===== src/rtl/gom_pkg.sv =====
// Constants and carrier types for the pin 2 output source multiplexer
package gom_pkg;

  // ****************************************************
  // Register map (byte addresses on the Avalon bus)
  // ****************************************************
  localparam int ADDR_W = 9;
  localparam logic [6:0] CTRL_INDEX = 7'h12;
  localparam logic [6:0] STATUS_INDEX = 7'h40;
  localparam logic [ADDR_W-1:0] CTRL_ADDR = {CTRL_INDEX, 2'b00};
  localparam logic [ADDR_W-1:0] STATUS_ADDR = {STATUS_INDEX, 2'b00};

  // ****************************************************
  // Control register fields and reset value
  // ****************************************************
  localparam int DRIVE_EN_BIT = 0;
  localparam int LOCAL_LEVEL_BIT = 1;
  localparam int SOURCE_LSB = 2;
  localparam int SELECT_LSB = 5;
  localparam logic [7:0] CTRL_RESET = 8'h00;

  // Status register bit positions
  localparam int STAT_PIN_BIT = 0;
  localparam int STAT_MUX_BIT = 1;

  // ****************************************************
  // Source group codes
  // ****************************************************
  localparam logic [2:0] SRC_DEVICE = 3'h4;
  localparam logic [2:0] SRC_RSVD_A = 3'h5;
  localparam logic [2:0] SRC_TX0 = 3'h6;
  localparam logic [2:0] SRC_RSVD_B = 3'h7;

  // Receive port signal selects
  localparam logic [2:0] RX_SEL_LOCK = 3'h4;
  localparam logic [2:0] RX_SEL_PASS = 3'h5;
  localparam logic [2:0] RX_SEL_FV = 3'h6;
  localparam logic [2:0] RX_SEL_LV = 3'h7;

  // Device status signal selects
  localparam logic [2:0] DEV_SEL_LOCAL = 3'h0;
  localparam logic [2:0] DEV_SEL_LOCK_OR = 3'h1;
  localparam logic [2:0] DEV_SEL_LOCK_AND = 3'h2;
  localparam logic [2:0] DEV_SEL_PASS_AND = 3'h3;
  localparam logic [2:0] DEV_SEL_FSYNC = 3'h4;

  // Transmit port signal selects
  localparam logic [2:0] TX_SEL_PASS_AND = 3'h0;
  localparam logic [2:0] TX_SEL_PASS_OR = 3'h1;
  localparam logic [2:0] TX_SEL_FV = 3'h2;
  localparam logic [2:0] TX_SEL_LV = 3'h3;
  localparam logic [2:0] TX_SEL_SYNC = 3'h4;
  localparam logic [2:0] TX_SEL_IRQ = 3'h5;

  // ****************************************************
  // Avalon response codes
  // ****************************************************
  localparam logic [1:0] RESP_OKAY = 2'h0;
  localparam logic [1:0] RESP_SLVERR = 2'h2;

  // ****************************************************
  // Carrier types
  // ****************************************************
  typedef struct packed {
    logic [2:0] pin2_signal_select;
    logic [2:0] pin2_source_group;
    logic pin2_local_level;
    logic pin2_drive_enable;
  } gom_ctrl_type;

  typedef struct packed {
    logic enabled;
    logic [3:0] remote_gpio;
    logic lock;
    logic pass;
    logic frame_valid;
    logic line_valid;
  } gom_rx_type;

  typedef struct packed {
    logic [3:0] port_mask;
    logic frame_valid;
    logic line_valid;
    logic synchronized;
    logic interrupt;
  } gom_tx_type;

  typedef struct packed {
    gom_ctrl_type ctrl;
    logic ack;
    logic [31:0] rdata;
    logic [1:0] resp;
    logic pin_out;
    logic pin_oe_n;
    logic pin_s1;
    logic pin_s2;
  } gom_state_type;

endpackage


===== src/rtl/gom_pin2_mux.sv =====
// Pin 2 output source multiplexer with its Avalon-MM control register
//
// Decided for this implementation: the Avalon-MM slave port.
module gom_pin2_mux (
  input wire logic clk,
  input wire logic reset_n,
  input wire logic [gom_pkg::ADDR_W-1:0] address,
  input wire logic read,
  input wire logic write,
  input wire logic [31:0] writedata,
  input wire logic [3:0] byteenable,
  output logic [31:0] readdata,
  output logic [1:0] response,
  output logic waitrequest,
  input wire gom_pkg::gom_rx_type [3:0] rx_status,
  input wire gom_pkg::gom_tx_type tx_status,
  input wire logic frame_sync_pulse,
  input wire logic pin2_in,
  output logic pin2_out,
  output logic pin2_oe_n
);
  import gom_pkg::*;

  gom_state_type q;
  gom_state_type d;
  gom_rx_type rx_pick;
  logic [3:0] en_vec;
  logic [3:0] lock_vec;
  logic [3:0] pass_vec;
  logic any_enabled;
  logic lock_or;
  logic lock_and;
  logic pass_and;
  logic fwd_pass_and;
  logic fwd_pass_or;
  logic mux_value;
  logic req;
  logic accept;

  // ****************************************************
  // Aggregates over receive ports
  // ****************************************************
  always_comb begin
    for (int i = 0; i < 4; i++) begin
      en_vec[i] = rx_status[i].enabled;
      lock_vec[i] = rx_status[i].lock;
      pass_vec[i] = rx_status[i].pass;
    end
  end

  // Empty set of ports gives low, never a false pass
  assign any_enabled = |en_vec;
  assign lock_or = |(lock_vec & en_vec);
  assign lock_and = any_enabled & (&(lock_vec | ~en_vec));
  assign pass_and = any_enabled & (&(pass_vec | ~en_vec));
  assign fwd_pass_and = (|tx_status.port_mask) &
    (&(pass_vec | ~tx_status.port_mask));
  assign fwd_pass_or = |(pass_vec & tx_status.port_mask);

  // ****************************************************
  // Source and signal selection
  // ****************************************************
  assign rx_pick = rx_status[q.ctrl.pin2_source_group[1:0]];

  always_comb begin
    mux_value = 1'b0;
    if (!q.ctrl.pin2_source_group[2]) begin
      case (q.ctrl.pin2_signal_select)
        RX_SEL_LOCK: mux_value = rx_pick.lock;
        RX_SEL_PASS: mux_value = rx_pick.pass;
        RX_SEL_FV: mux_value = rx_pick.frame_valid;
        RX_SEL_LV: mux_value = rx_pick.line_valid;
        default: begin
          mux_value = rx_pick.remote_gpio[q.ctrl.pin2_signal_select[1:0]];
        end
      endcase
    end else if (q.ctrl.pin2_source_group == SRC_DEVICE) begin
      case (q.ctrl.pin2_signal_select)
        DEV_SEL_LOCAL: mux_value = q.ctrl.pin2_local_level;
        DEV_SEL_LOCK_OR: mux_value = lock_or;
        DEV_SEL_LOCK_AND: mux_value = lock_and;
        DEV_SEL_PASS_AND: mux_value = pass_and;
        DEV_SEL_FSYNC: mux_value = frame_sync_pulse;
        default: mux_value = 1'b0;
      endcase
    end else if (q.ctrl.pin2_source_group == SRC_TX0) begin
      case (q.ctrl.pin2_signal_select)
        TX_SEL_PASS_AND: mux_value = fwd_pass_and;
        TX_SEL_PASS_OR: mux_value = fwd_pass_or;
        TX_SEL_FV: mux_value = tx_status.frame_valid;
        TX_SEL_LV: mux_value = tx_status.line_valid;
        TX_SEL_SYNC: mux_value = tx_status.synchronized;
        TX_SEL_IRQ: mux_value = tx_status.interrupt;
        default: mux_value = 1'b0;
      endcase
    end else begin
      // Reserved source groups drive low
      mux_value = 1'b0;
    end
  end

  // ****************************************************
  // Bus handshake: one wait cycle, then accept
  // ****************************************************
  assign req = read | write;
  assign accept = req & q.ack;
  assign waitrequest = req & ~q.ack;

  // ****************************************************
  // Next state
  // ****************************************************
  always_comb begin
    d = q;
    d.ack = req & ~q.ack;
    // Pin input synchroniser
    d.pin_s1 = pin2_in;
    d.pin_s2 = q.pin_s1;
    if (req && !q.ack) begin
      d.rdata = 32'h0000_0000;
      d.resp = RESP_OKAY;
      if (address == CTRL_ADDR) begin
        d.rdata[7:0] = q.ctrl;
      end else if (address == STATUS_ADDR) begin
        d.rdata[STAT_PIN_BIT] = q.pin_s2;
        d.rdata[STAT_MUX_BIT] = mux_value;
      end else begin
        d.resp = RESP_SLVERR;
      end
    end
    if (accept && write && address == CTRL_ADDR && byteenable[0]) begin
      d.ctrl = writedata[7:0];
    end
    d.pin_oe_n = ~q.ctrl.pin2_drive_enable;
    d.pin_out = q.ctrl.pin2_drive_enable & mux_value;
    if (!reset_n) begin
      d.ctrl = CTRL_RESET;
      d.ack = 1'b0;
      d.rdata = 32'h0000_0000;
      d.resp = RESP_OKAY;
      d.pin_out = 1'b0;
      d.pin_oe_n = 1'b1;
      d.pin_s1 = 1'b0;
      d.pin_s2 = 1'b0;
    end
  end

  always_ff @(posedge clk) begin
    q <= d;
  end

  assign readdata = q.rdata;
  assign response = q.resp;
  assign pin2_out = q.pin_out;
  assign pin2_oe_n = q.pin_oe_n;

  // ****************************************************
  // Checks
  // ****************************************************
  property p_bus_answer;
    @(posedge clk) disable iff (!reset_n)
    (read || write) |-> ##[0:1] !waitrequest;
  endproperty
  a_bus_answer: assert property (p_bus_answer)
    else $error("Bus request not answered within one wait cycle");

  property p_ctrl_write;
    @(posedge clk) disable iff (!reset_n)
    (write && !waitrequest && address == CTRL_ADDR && byteenable[0])
      |=> (q.ctrl == $past(writedata[7:0]));
  endproperty
  a_ctrl_write: assert property (p_ctrl_write)
    else $error("Control write did not land");

  property p_enable_drive;
    @(posedge clk) disable iff (!reset_n)
    q.ctrl.pin2_drive_enable ##1 q.ctrl.pin2_drive_enable |-> !pin2_oe_n;
  endproperty
  a_enable_drive: assert property (p_enable_drive)
    else $error("Pin not driven while enabled");

  property p_disable_quiet;
    @(posedge clk) disable iff (!reset_n)
    !q.ctrl.pin2_drive_enable |=> (pin2_oe_n && !pin2_out);
  endproperty
  a_disable_quiet: assert property (p_disable_quiet)
    else $error("Pin driven while disabled");

  property p_local_level;
    @(posedge clk) disable iff (!reset_n)
    (q.ctrl.pin2_drive_enable && q.ctrl.pin2_source_group == SRC_DEVICE &&
      q.ctrl.pin2_signal_select == DEV_SEL_LOCAL)
      |=> (pin2_out == $past(q.ctrl.pin2_local_level));
  endproperty
  a_local_level: assert property (p_local_level)
    else $error("Local level not on pin");

  property p_reserved_src;
    @(posedge clk) disable iff (!reset_n)
    (q.ctrl.pin2_source_group == SRC_RSVD_A ||
      q.ctrl.pin2_source_group == SRC_RSVD_B) |=> !pin2_out;
  endproperty
  a_reserved_src: assert property (p_reserved_src)
    else $error("Reserved source drove high");

  property p_rx_gpio;
    @(posedge clk) disable iff (!reset_n)
    (q.ctrl.pin2_drive_enable && q.ctrl.pin2_source_group == 3'h1 &&
      q.ctrl.pin2_signal_select == 3'h3)
      |=> (pin2_out == $past(rx_status[1].remote_gpio[3]));
  endproperty
  a_rx_gpio: assert property (p_rx_gpio)
    else $error("Remote input 3 of port 1 not on pin");

  property p_rx_lock;
    @(posedge clk) disable iff (!reset_n)
    (q.ctrl.pin2_drive_enable && q.ctrl.pin2_source_group == 3'h2 &&
      q.ctrl.pin2_signal_select == RX_SEL_LOCK)
      |=> (pin2_out == $past(rx_status[2].lock));
  endproperty
  a_rx_lock: assert property (p_rx_lock)
    else $error("Lock of port 2 not on pin");

  property p_rx_line;
    @(posedge clk) disable iff (!reset_n)
    (q.ctrl.pin2_drive_enable && q.ctrl.pin2_source_group == 3'h3 &&
      q.ctrl.pin2_signal_select == RX_SEL_LV)
      |=> (pin2_out == $past(rx_status[3].line_valid));
  endproperty
  a_rx_line: assert property (p_rx_line)
    else $error("Line valid of port 3 not on pin");

  property p_dev_lock_or;
    @(posedge clk) disable iff (!reset_n)
    (q.ctrl.pin2_drive_enable && q.ctrl.pin2_source_group == SRC_DEVICE &&
      q.ctrl.pin2_signal_select == DEV_SEL_LOCK_OR)
      |=> (pin2_out == $past(|(lock_vec & en_vec)));
  endproperty
  a_dev_lock_or: assert property (p_dev_lock_or)
    else $error("Lock OR not on pin");

  property p_dev_fsync;
    @(posedge clk) disable iff (!reset_n)
    (q.ctrl.pin2_drive_enable && q.ctrl.pin2_source_group == SRC_DEVICE &&
      q.ctrl.pin2_signal_select == DEV_SEL_FSYNC)
      |=> (pin2_out == $past(frame_sync_pulse));
  endproperty
  a_dev_fsync: assert property (p_dev_fsync)
    else $error("Frame sync not on pin");

  property p_tx_frame;
    @(posedge clk) disable iff (!reset_n)
    (q.ctrl.pin2_drive_enable && q.ctrl.pin2_source_group == SRC_TX0 &&
      q.ctrl.pin2_signal_select == TX_SEL_FV)
      |=> (pin2_out == $past(tx_status.frame_valid));
  endproperty
  a_tx_frame: assert property (p_tx_frame)
    else $error("Transmit frame valid not on pin");

  property p_tx_irq;
    @(posedge clk) disable iff (!reset_n)
    (q.ctrl.pin2_drive_enable && q.ctrl.pin2_source_group == SRC_TX0 &&
      q.ctrl.pin2_signal_select == TX_SEL_IRQ)
      |=> (pin2_out == $past(tx_status.interrupt));
  endproperty
  a_tx_irq: assert property (p_tx_irq)
    else $error("Transmit interrupt not on pin");

  property p_rx_pass;
    @(posedge clk) disable iff (!reset_n)
    (q.ctrl.pin2_drive_enable && q.ctrl.pin2_source_group == 3'h0 &&
      q.ctrl.pin2_signal_select == RX_SEL_PASS)
      |=> (pin2_out == $past(rx_status[0].pass));
  endproperty
  a_rx_pass: assert property (p_rx_pass)
    else $error("Pass of port 0 not on pin");

  property p_dev_lock_and;
    @(posedge clk) disable iff (!reset_n)
    (q.ctrl.pin2_drive_enable && q.ctrl.pin2_source_group == SRC_DEVICE &&
      q.ctrl.pin2_signal_select == DEV_SEL_LOCK_AND)
      |=> (pin2_out == $past((en_vec != 4'h0) &&
        ((lock_vec & en_vec) == en_vec)));
  endproperty
  a_dev_lock_and: assert property (p_dev_lock_and)
    else $error("Lock AND not on pin");

  property p_dev_rsvd_sel;
    @(posedge clk) disable iff (!reset_n)
    (q.ctrl.pin2_source_group == SRC_DEVICE &&
      q.ctrl.pin2_signal_select > DEV_SEL_FSYNC) |=> !pin2_out;
  endproperty
  a_dev_rsvd_sel: assert property (p_dev_rsvd_sel)
    else $error("Reserved status select drove high");

  property p_tx_sync;
    @(posedge clk) disable iff (!reset_n)
    (q.ctrl.pin2_drive_enable && q.ctrl.pin2_source_group == SRC_TX0 &&
      q.ctrl.pin2_signal_select == TX_SEL_SYNC)
      |=> (pin2_out == $past(tx_status.synchronized));
  endproperty
  a_tx_sync: assert property (p_tx_sync)
    else $error("Transmit synchronized not on pin");

endmodule


===== config.mk =====
export PLATFORM = sky130hd
export DESIGN_NAME = gom_pin2_mux
export DESIGN_NICKNAME = d
export VERILOG_FILES = /design/src/rtl/gom_pkg.sv /design/src/rtl/gom_pin2_mux.sv
export SDC_FILE = /design/constraint.sdc
export NUM_CORES = 1
export LEC_CHECK = 0
export ABC_AREA = 1
export BUFFER_PORTS_ARGS = -buffer_cell sky130_fd_sc_hd__buf_2
export CORE_UTILIZATION = 41
export CTS_CLUSTER_DIAMETER = 30
export DETAILED_ROUTE_END_ITERATION = 12
export GPL_ROUTABILITY_DRIVEN = 0
export PLACE_DENSITY = 0.81
export SYNTH_ARGS = -nofsm -noshare
export SYNTH_HDL_FRONTEND = slang
export SYNTH_SLANG_ARGS = --single-unit

===== constraint.sdc =====
create_clock -name clk -period 1.6 [get_ports clk]
set_input_delay 0.08 -clock clk [delete_from_list [all_inputs] [get_ports clk]]
set_output_delay 0.08 -clock clk [all_outputs]
set_load 0.03 [all_outputs]

; Word-level counts from Yosys, hierarchy flattened
; Index checks and enable logic that the tools add are counted.
[totals]
romBits = 0
in_bits = 95
latch_bits = 0
reg_bits = 23
memories = 0
word_cells = 68
ram_bits = 0
[classes]
n_lt_le_gt_ge = 2
shifts = 0
n_reduce_logical = 13
n_bitwise = 16
n_div = 0
n_addsub = 0
n_mul = 0
mux = 15
n_eq_ne = 11
[ops]
columns = op, count
row1 = $bmux W9 S2, 1
row2 = $eq A3 B3 Y1 const B, 6
row3 = $reduce_or A4 Y1, 4
row4 = $or A4 B4 Y4, 3
row5 = $reduce_and A4 Y1, 3
row6 = $eq A9 B7 Y1 const B, 1
row7 = $eq A9 B9 Y1 const B, 1
row8 = $and A4 B4 Y4, 2
row9 = $mux W2, 4
row10 = $mux W8, 1
row11 = $not A4 Y4, 2
row12 = $and A1 B1 Y1, 6
row13 = $eq A3 B2 Y1 const B, 2
row14 = $lt A2 B3 Y1 const B, 2
row15 = $mux W6, 1
row16 = $pmux W1 S6, 1
row17 = $pmux W1 S5, 1
row18 = $logic_and A1 B1 Y1, 4
row19 = $mux W1, 4
row20 = $pmux W1 S4, 1
row21 = $eq A3 B1 Y1 const B, 1
row22 = $logic_not A3 Y1, 1
row23 = $bmux W1 S2, 1
row24 = $not A1 Y1, 2
row25 = other kinds (2), 2

; Depth between registers and ports, before layout
[depth]
depth_word = 10
ltp_mapped = 12
depth_no_buf = 12

; Worst setup path before layout
; Ideal clock, no wire load.
[synth_timing]
path_kind = register to register
startpoint = register q[38] (netlist name)
endpoint = register q, in the netlist readdata[7]
setup_time_ps = 73
path_stages_with_launch = 7
t_required_ps = 1527
t_arrival_ps = 1314
setup_slack_ps = 213
path_cell_list = dfxtp_1 > inv_1 > o21ai_0 > inv_1 > clkbuf_1 > o21ai_0 > a21oi_1
[synth_via]
elab_chain_len = 2
[synth_rtl]
columns = element, line
row1 = "start, declared", gom_pin2_mux.sv:24  ; gom_state_type q;
row2 = "start signal, assigned", gom_pin2_mux.sv:148  ; q <= d;
row3 = $logic_not A1 Y1, gom_pin2_mux.sv:118  ; if (req && !q.ack) begin
row4 = $logic_and A1 B1 Y1, gom_pin2_mux.sv:118
; Every way passes these cells.
; A chain may end at the register's enable or synchronous reset.

; Worst setup path in the final report
[layout_timing]
startpoint = register q[38] (netlist name)
endpoint = output waitrequest
[layout_via]
elab_chain_len = 2
[layout_rtl]
columns = element, line
row1 = $not A1 Y1, gom_pin2_mux.sv:107  ; assign waitrequest = req & ~q.ack;
row2 = $and A1 B1 Y1, gom_pin2_mux.sv:107
row3 = "end, declared", gom_pin2_mux.sv:14  ; output logic waitrequest,
; Every way passes these cells.

==> results.md <==
* Status: completed
* Drt wl/cell at ~10 µm
* Initial antenna violation count at 0
* Final Max Slew Viols at 0
* Leak at around 1.2 nW
* Die W at roughly 68 µm
* Post-synth design cell area at between 1500 and 2000 µm²
* Seq cells post-synth at 22
* Final Hold Fails at 0
* Pin count of the biggest net entering global routing at 21
* Post-route setup TNS at 0 ns
* Most frequent cells in the layout: nand2_1 (87), buf_2 (79), nor2_1 (25), conb_1 (25), inv_1 (24)
* Postcts setup bufs at 0
* Netlist cell types at 26
* Hold Crit Class: primary input to register
* Std-Cell Rows at 23
* Reg2reg start: q[41]
* Std-Cell Core Area at approximately 4100 µm²
* VDD IR max at around 0.31 mV
* Max frequency at 687 MHz
* Vias/cell at approximately 4.6
* Post-route ant nets at 0
* Total GRT Usage at about a fifth
* Area share of the largest cell type after synthesis at 24.7%
* Clk pin slew, worst setup/hold paths at roughly 0.07 ns
* Io pins at around 130
* CP endpoint kind: primary output
* CTS root buf: clkbuf_8
* DRC violations left at 0
* Via Count at between 1,500 and 2,000
* Die Area at ~4600 µm²
* Initial Utilization at 43.7%
* CP startpoint kind: register
* Clock latency on the worst-skew pair at between 0.2 and 0.3 ns
* Detailed placement HPWL at around 3400 µm
* Worst hold path depth at 3
* Area contributors post-synth: dfxtp_1 (25%), nand2_1 (18%), buf_4 (14%)
* Max-cap violations at 0
* CTS tree: built
* DP Worst Slack at roughly 0.11 ns
* Crit Path Class: register to primary output
* Total CTS buffers at 3
* Hold WS at roughly 0.085 ns
* Critical Path RT at 1.52 ns
* Hold Path End: q[44]
* Worst Skew at 0.00192 ns
* Syn Area/Cell at ~6.0 µm²
* Worst reg2reg endpoint: readdata[1]
* Total congestion overflow at 0
* Initial drt markers at 84
* Post-synthesis sequential area ratio at around a quarter
* Worst Min Path Start: writedata[5]
* Number of global-route vias before repair at between 1,500 and 2,000
* Fin crit share at 91.0%
* Yosys warning count at 0
* Worst r2r path cells at 10
* CP arrival at around 1.4 ns
* Global-route wire length before repair at 6700 µm
* Crit Path Max Fanout at 18
* Synth Instances at between 200 and 300
* Final-stage net count at ~460
* Post-layout min period at approximately 1.5 ns
* Die Ht at between 60 and 70 µm
* Unrepaired setup endpoints after global routing: no
* Area after DPL at between 2000 and 2500 µm²
* Setup WS post-layout at ~0.14 ns
* Drt first pass iters at 4
* Largest area contributor in the netlist: dfxtp_1
* H-Tree Depth at 1
* Clock Tree Buf Depth at 2
* Design area at 2130 µm²
* Diode count at 0
* # port buffers at around 80
* Layout area overhead at 19.6%
* Final Setup Violations at 0
* Commonest non-fill, non-tap cell in the layout: nand2_1
* Register-to-register setup slack at between 0.15 and 0.2 ns
* CTS Sinks at 22
* Power Dens Cells at between 600 and 700 nW/µm²
* Drt total wl at around 4200 µm
* Share of layout cells above drive strength 1 at ~31%
cell type report:
| type | count | area [µm²] |
|---|---|---|
| clock buffers | 4 | 55.1 |
| flip-flops and latches | 22 | 445 |
| inverters | 30 | 116 |
| multi-input cells | 223 | 1010 |
| fillers | 424 | 1950 |
| well taps | 50 | 62.6 |
| repair buffers | 84 | 439 |
worst max-delay path by stage:
stage	from	end	slack, ns	depth (start not counted)
after floorplan	q[38]	readdata[7]	0.21	6
after global placement	q[45]	readdata[1]	0.12	11
after detailed placement	q[45]	readdata[1]	0.11	11
after CTS	q[45]	readdata[1]	0.09	11
after global routing	q[41]	readdata[1]	0.005	11
final	q[38]	waitrequest	0.14	4
repair_timing:
action,4_1_cts,5_1_grt
setup endpoints to repair,0,1
endpoints found under the hold margin,0,1
hold buffers,0,1
resized for setup,0,7
power breakdown:
group / switching (W) / internal, W / total [W]
Combinational: 0.000229 / 0.000114 / 0.000343
Sequential: 0.00000850 / 0.000568 / 0.000577
Clock: 0.000163 / 0.000219 / 0.000382
Total: 0.000401 / 0.000901 / 0.00130
registers in the layout, indices dropped and copies added, names as in the netlist:
register,cells
q,11
pin2_out,1
pin2_oe_n,1
readdata,8
response,1
cells in the mapped netlist (all sizes together):
master / instances
buf: 41
or2: 2
and3: 1
clkbuf: 3
clkinv: 1
o21ai: 32
nor4: 1
nand4: 5
nor2: 26
o21a: 1
nand2: 89
nand3: 17
conb: 1
nor3: 3
a21oi: 21
dfxtp: 22
inv: 29
metrics by stage:
| step | util, % | power [W] | cells |
|---|---|---|---|
| floorplan | - | 0.000872 | 319 |
| global placement | 50.3 | 0.000924 | 408 |
| detailed placement | 50.3 | 0.000929 | 408 |
| CTS | 51.6 | 0.00131 | 412 |
| global route | 52.2 | 0.00139 | 413 |
| finish | 52.2 | 0.00130 | 413 |
kinds of logic (layout without fill, tap and decap cells):
| kind of cell | after synthesis | in the layout | share of synthesized area [%] |
|---|---|---|---|
| simple gates | 144 | 144 | 34.5 |
| other cells | 1 | 25 | 0.210 |
| buf+inv | 74 | 118 | 23.6 |
| compound gates | 54 | 54 | 17.0 |
| flops | 22 | 22 | 24.7 |
layer usage:
metal	vias to the layer above	GRT usage (%)	routed length, µm
li1	1012	-	-
met1	812	24.4	1790
met2	82	33.0	2090
met3	4	1.83	313
met4	0	3.65	29
met5	-	0	0
worst max-delay path: stages, from the launching register on:
cell and delay [ns]:
dfxtp_1 0.31, inv_1 0.04, o21ai_0 0.12, inv_1 0.37, buf_2 0.28
Power figures use the tool's default switching activity.
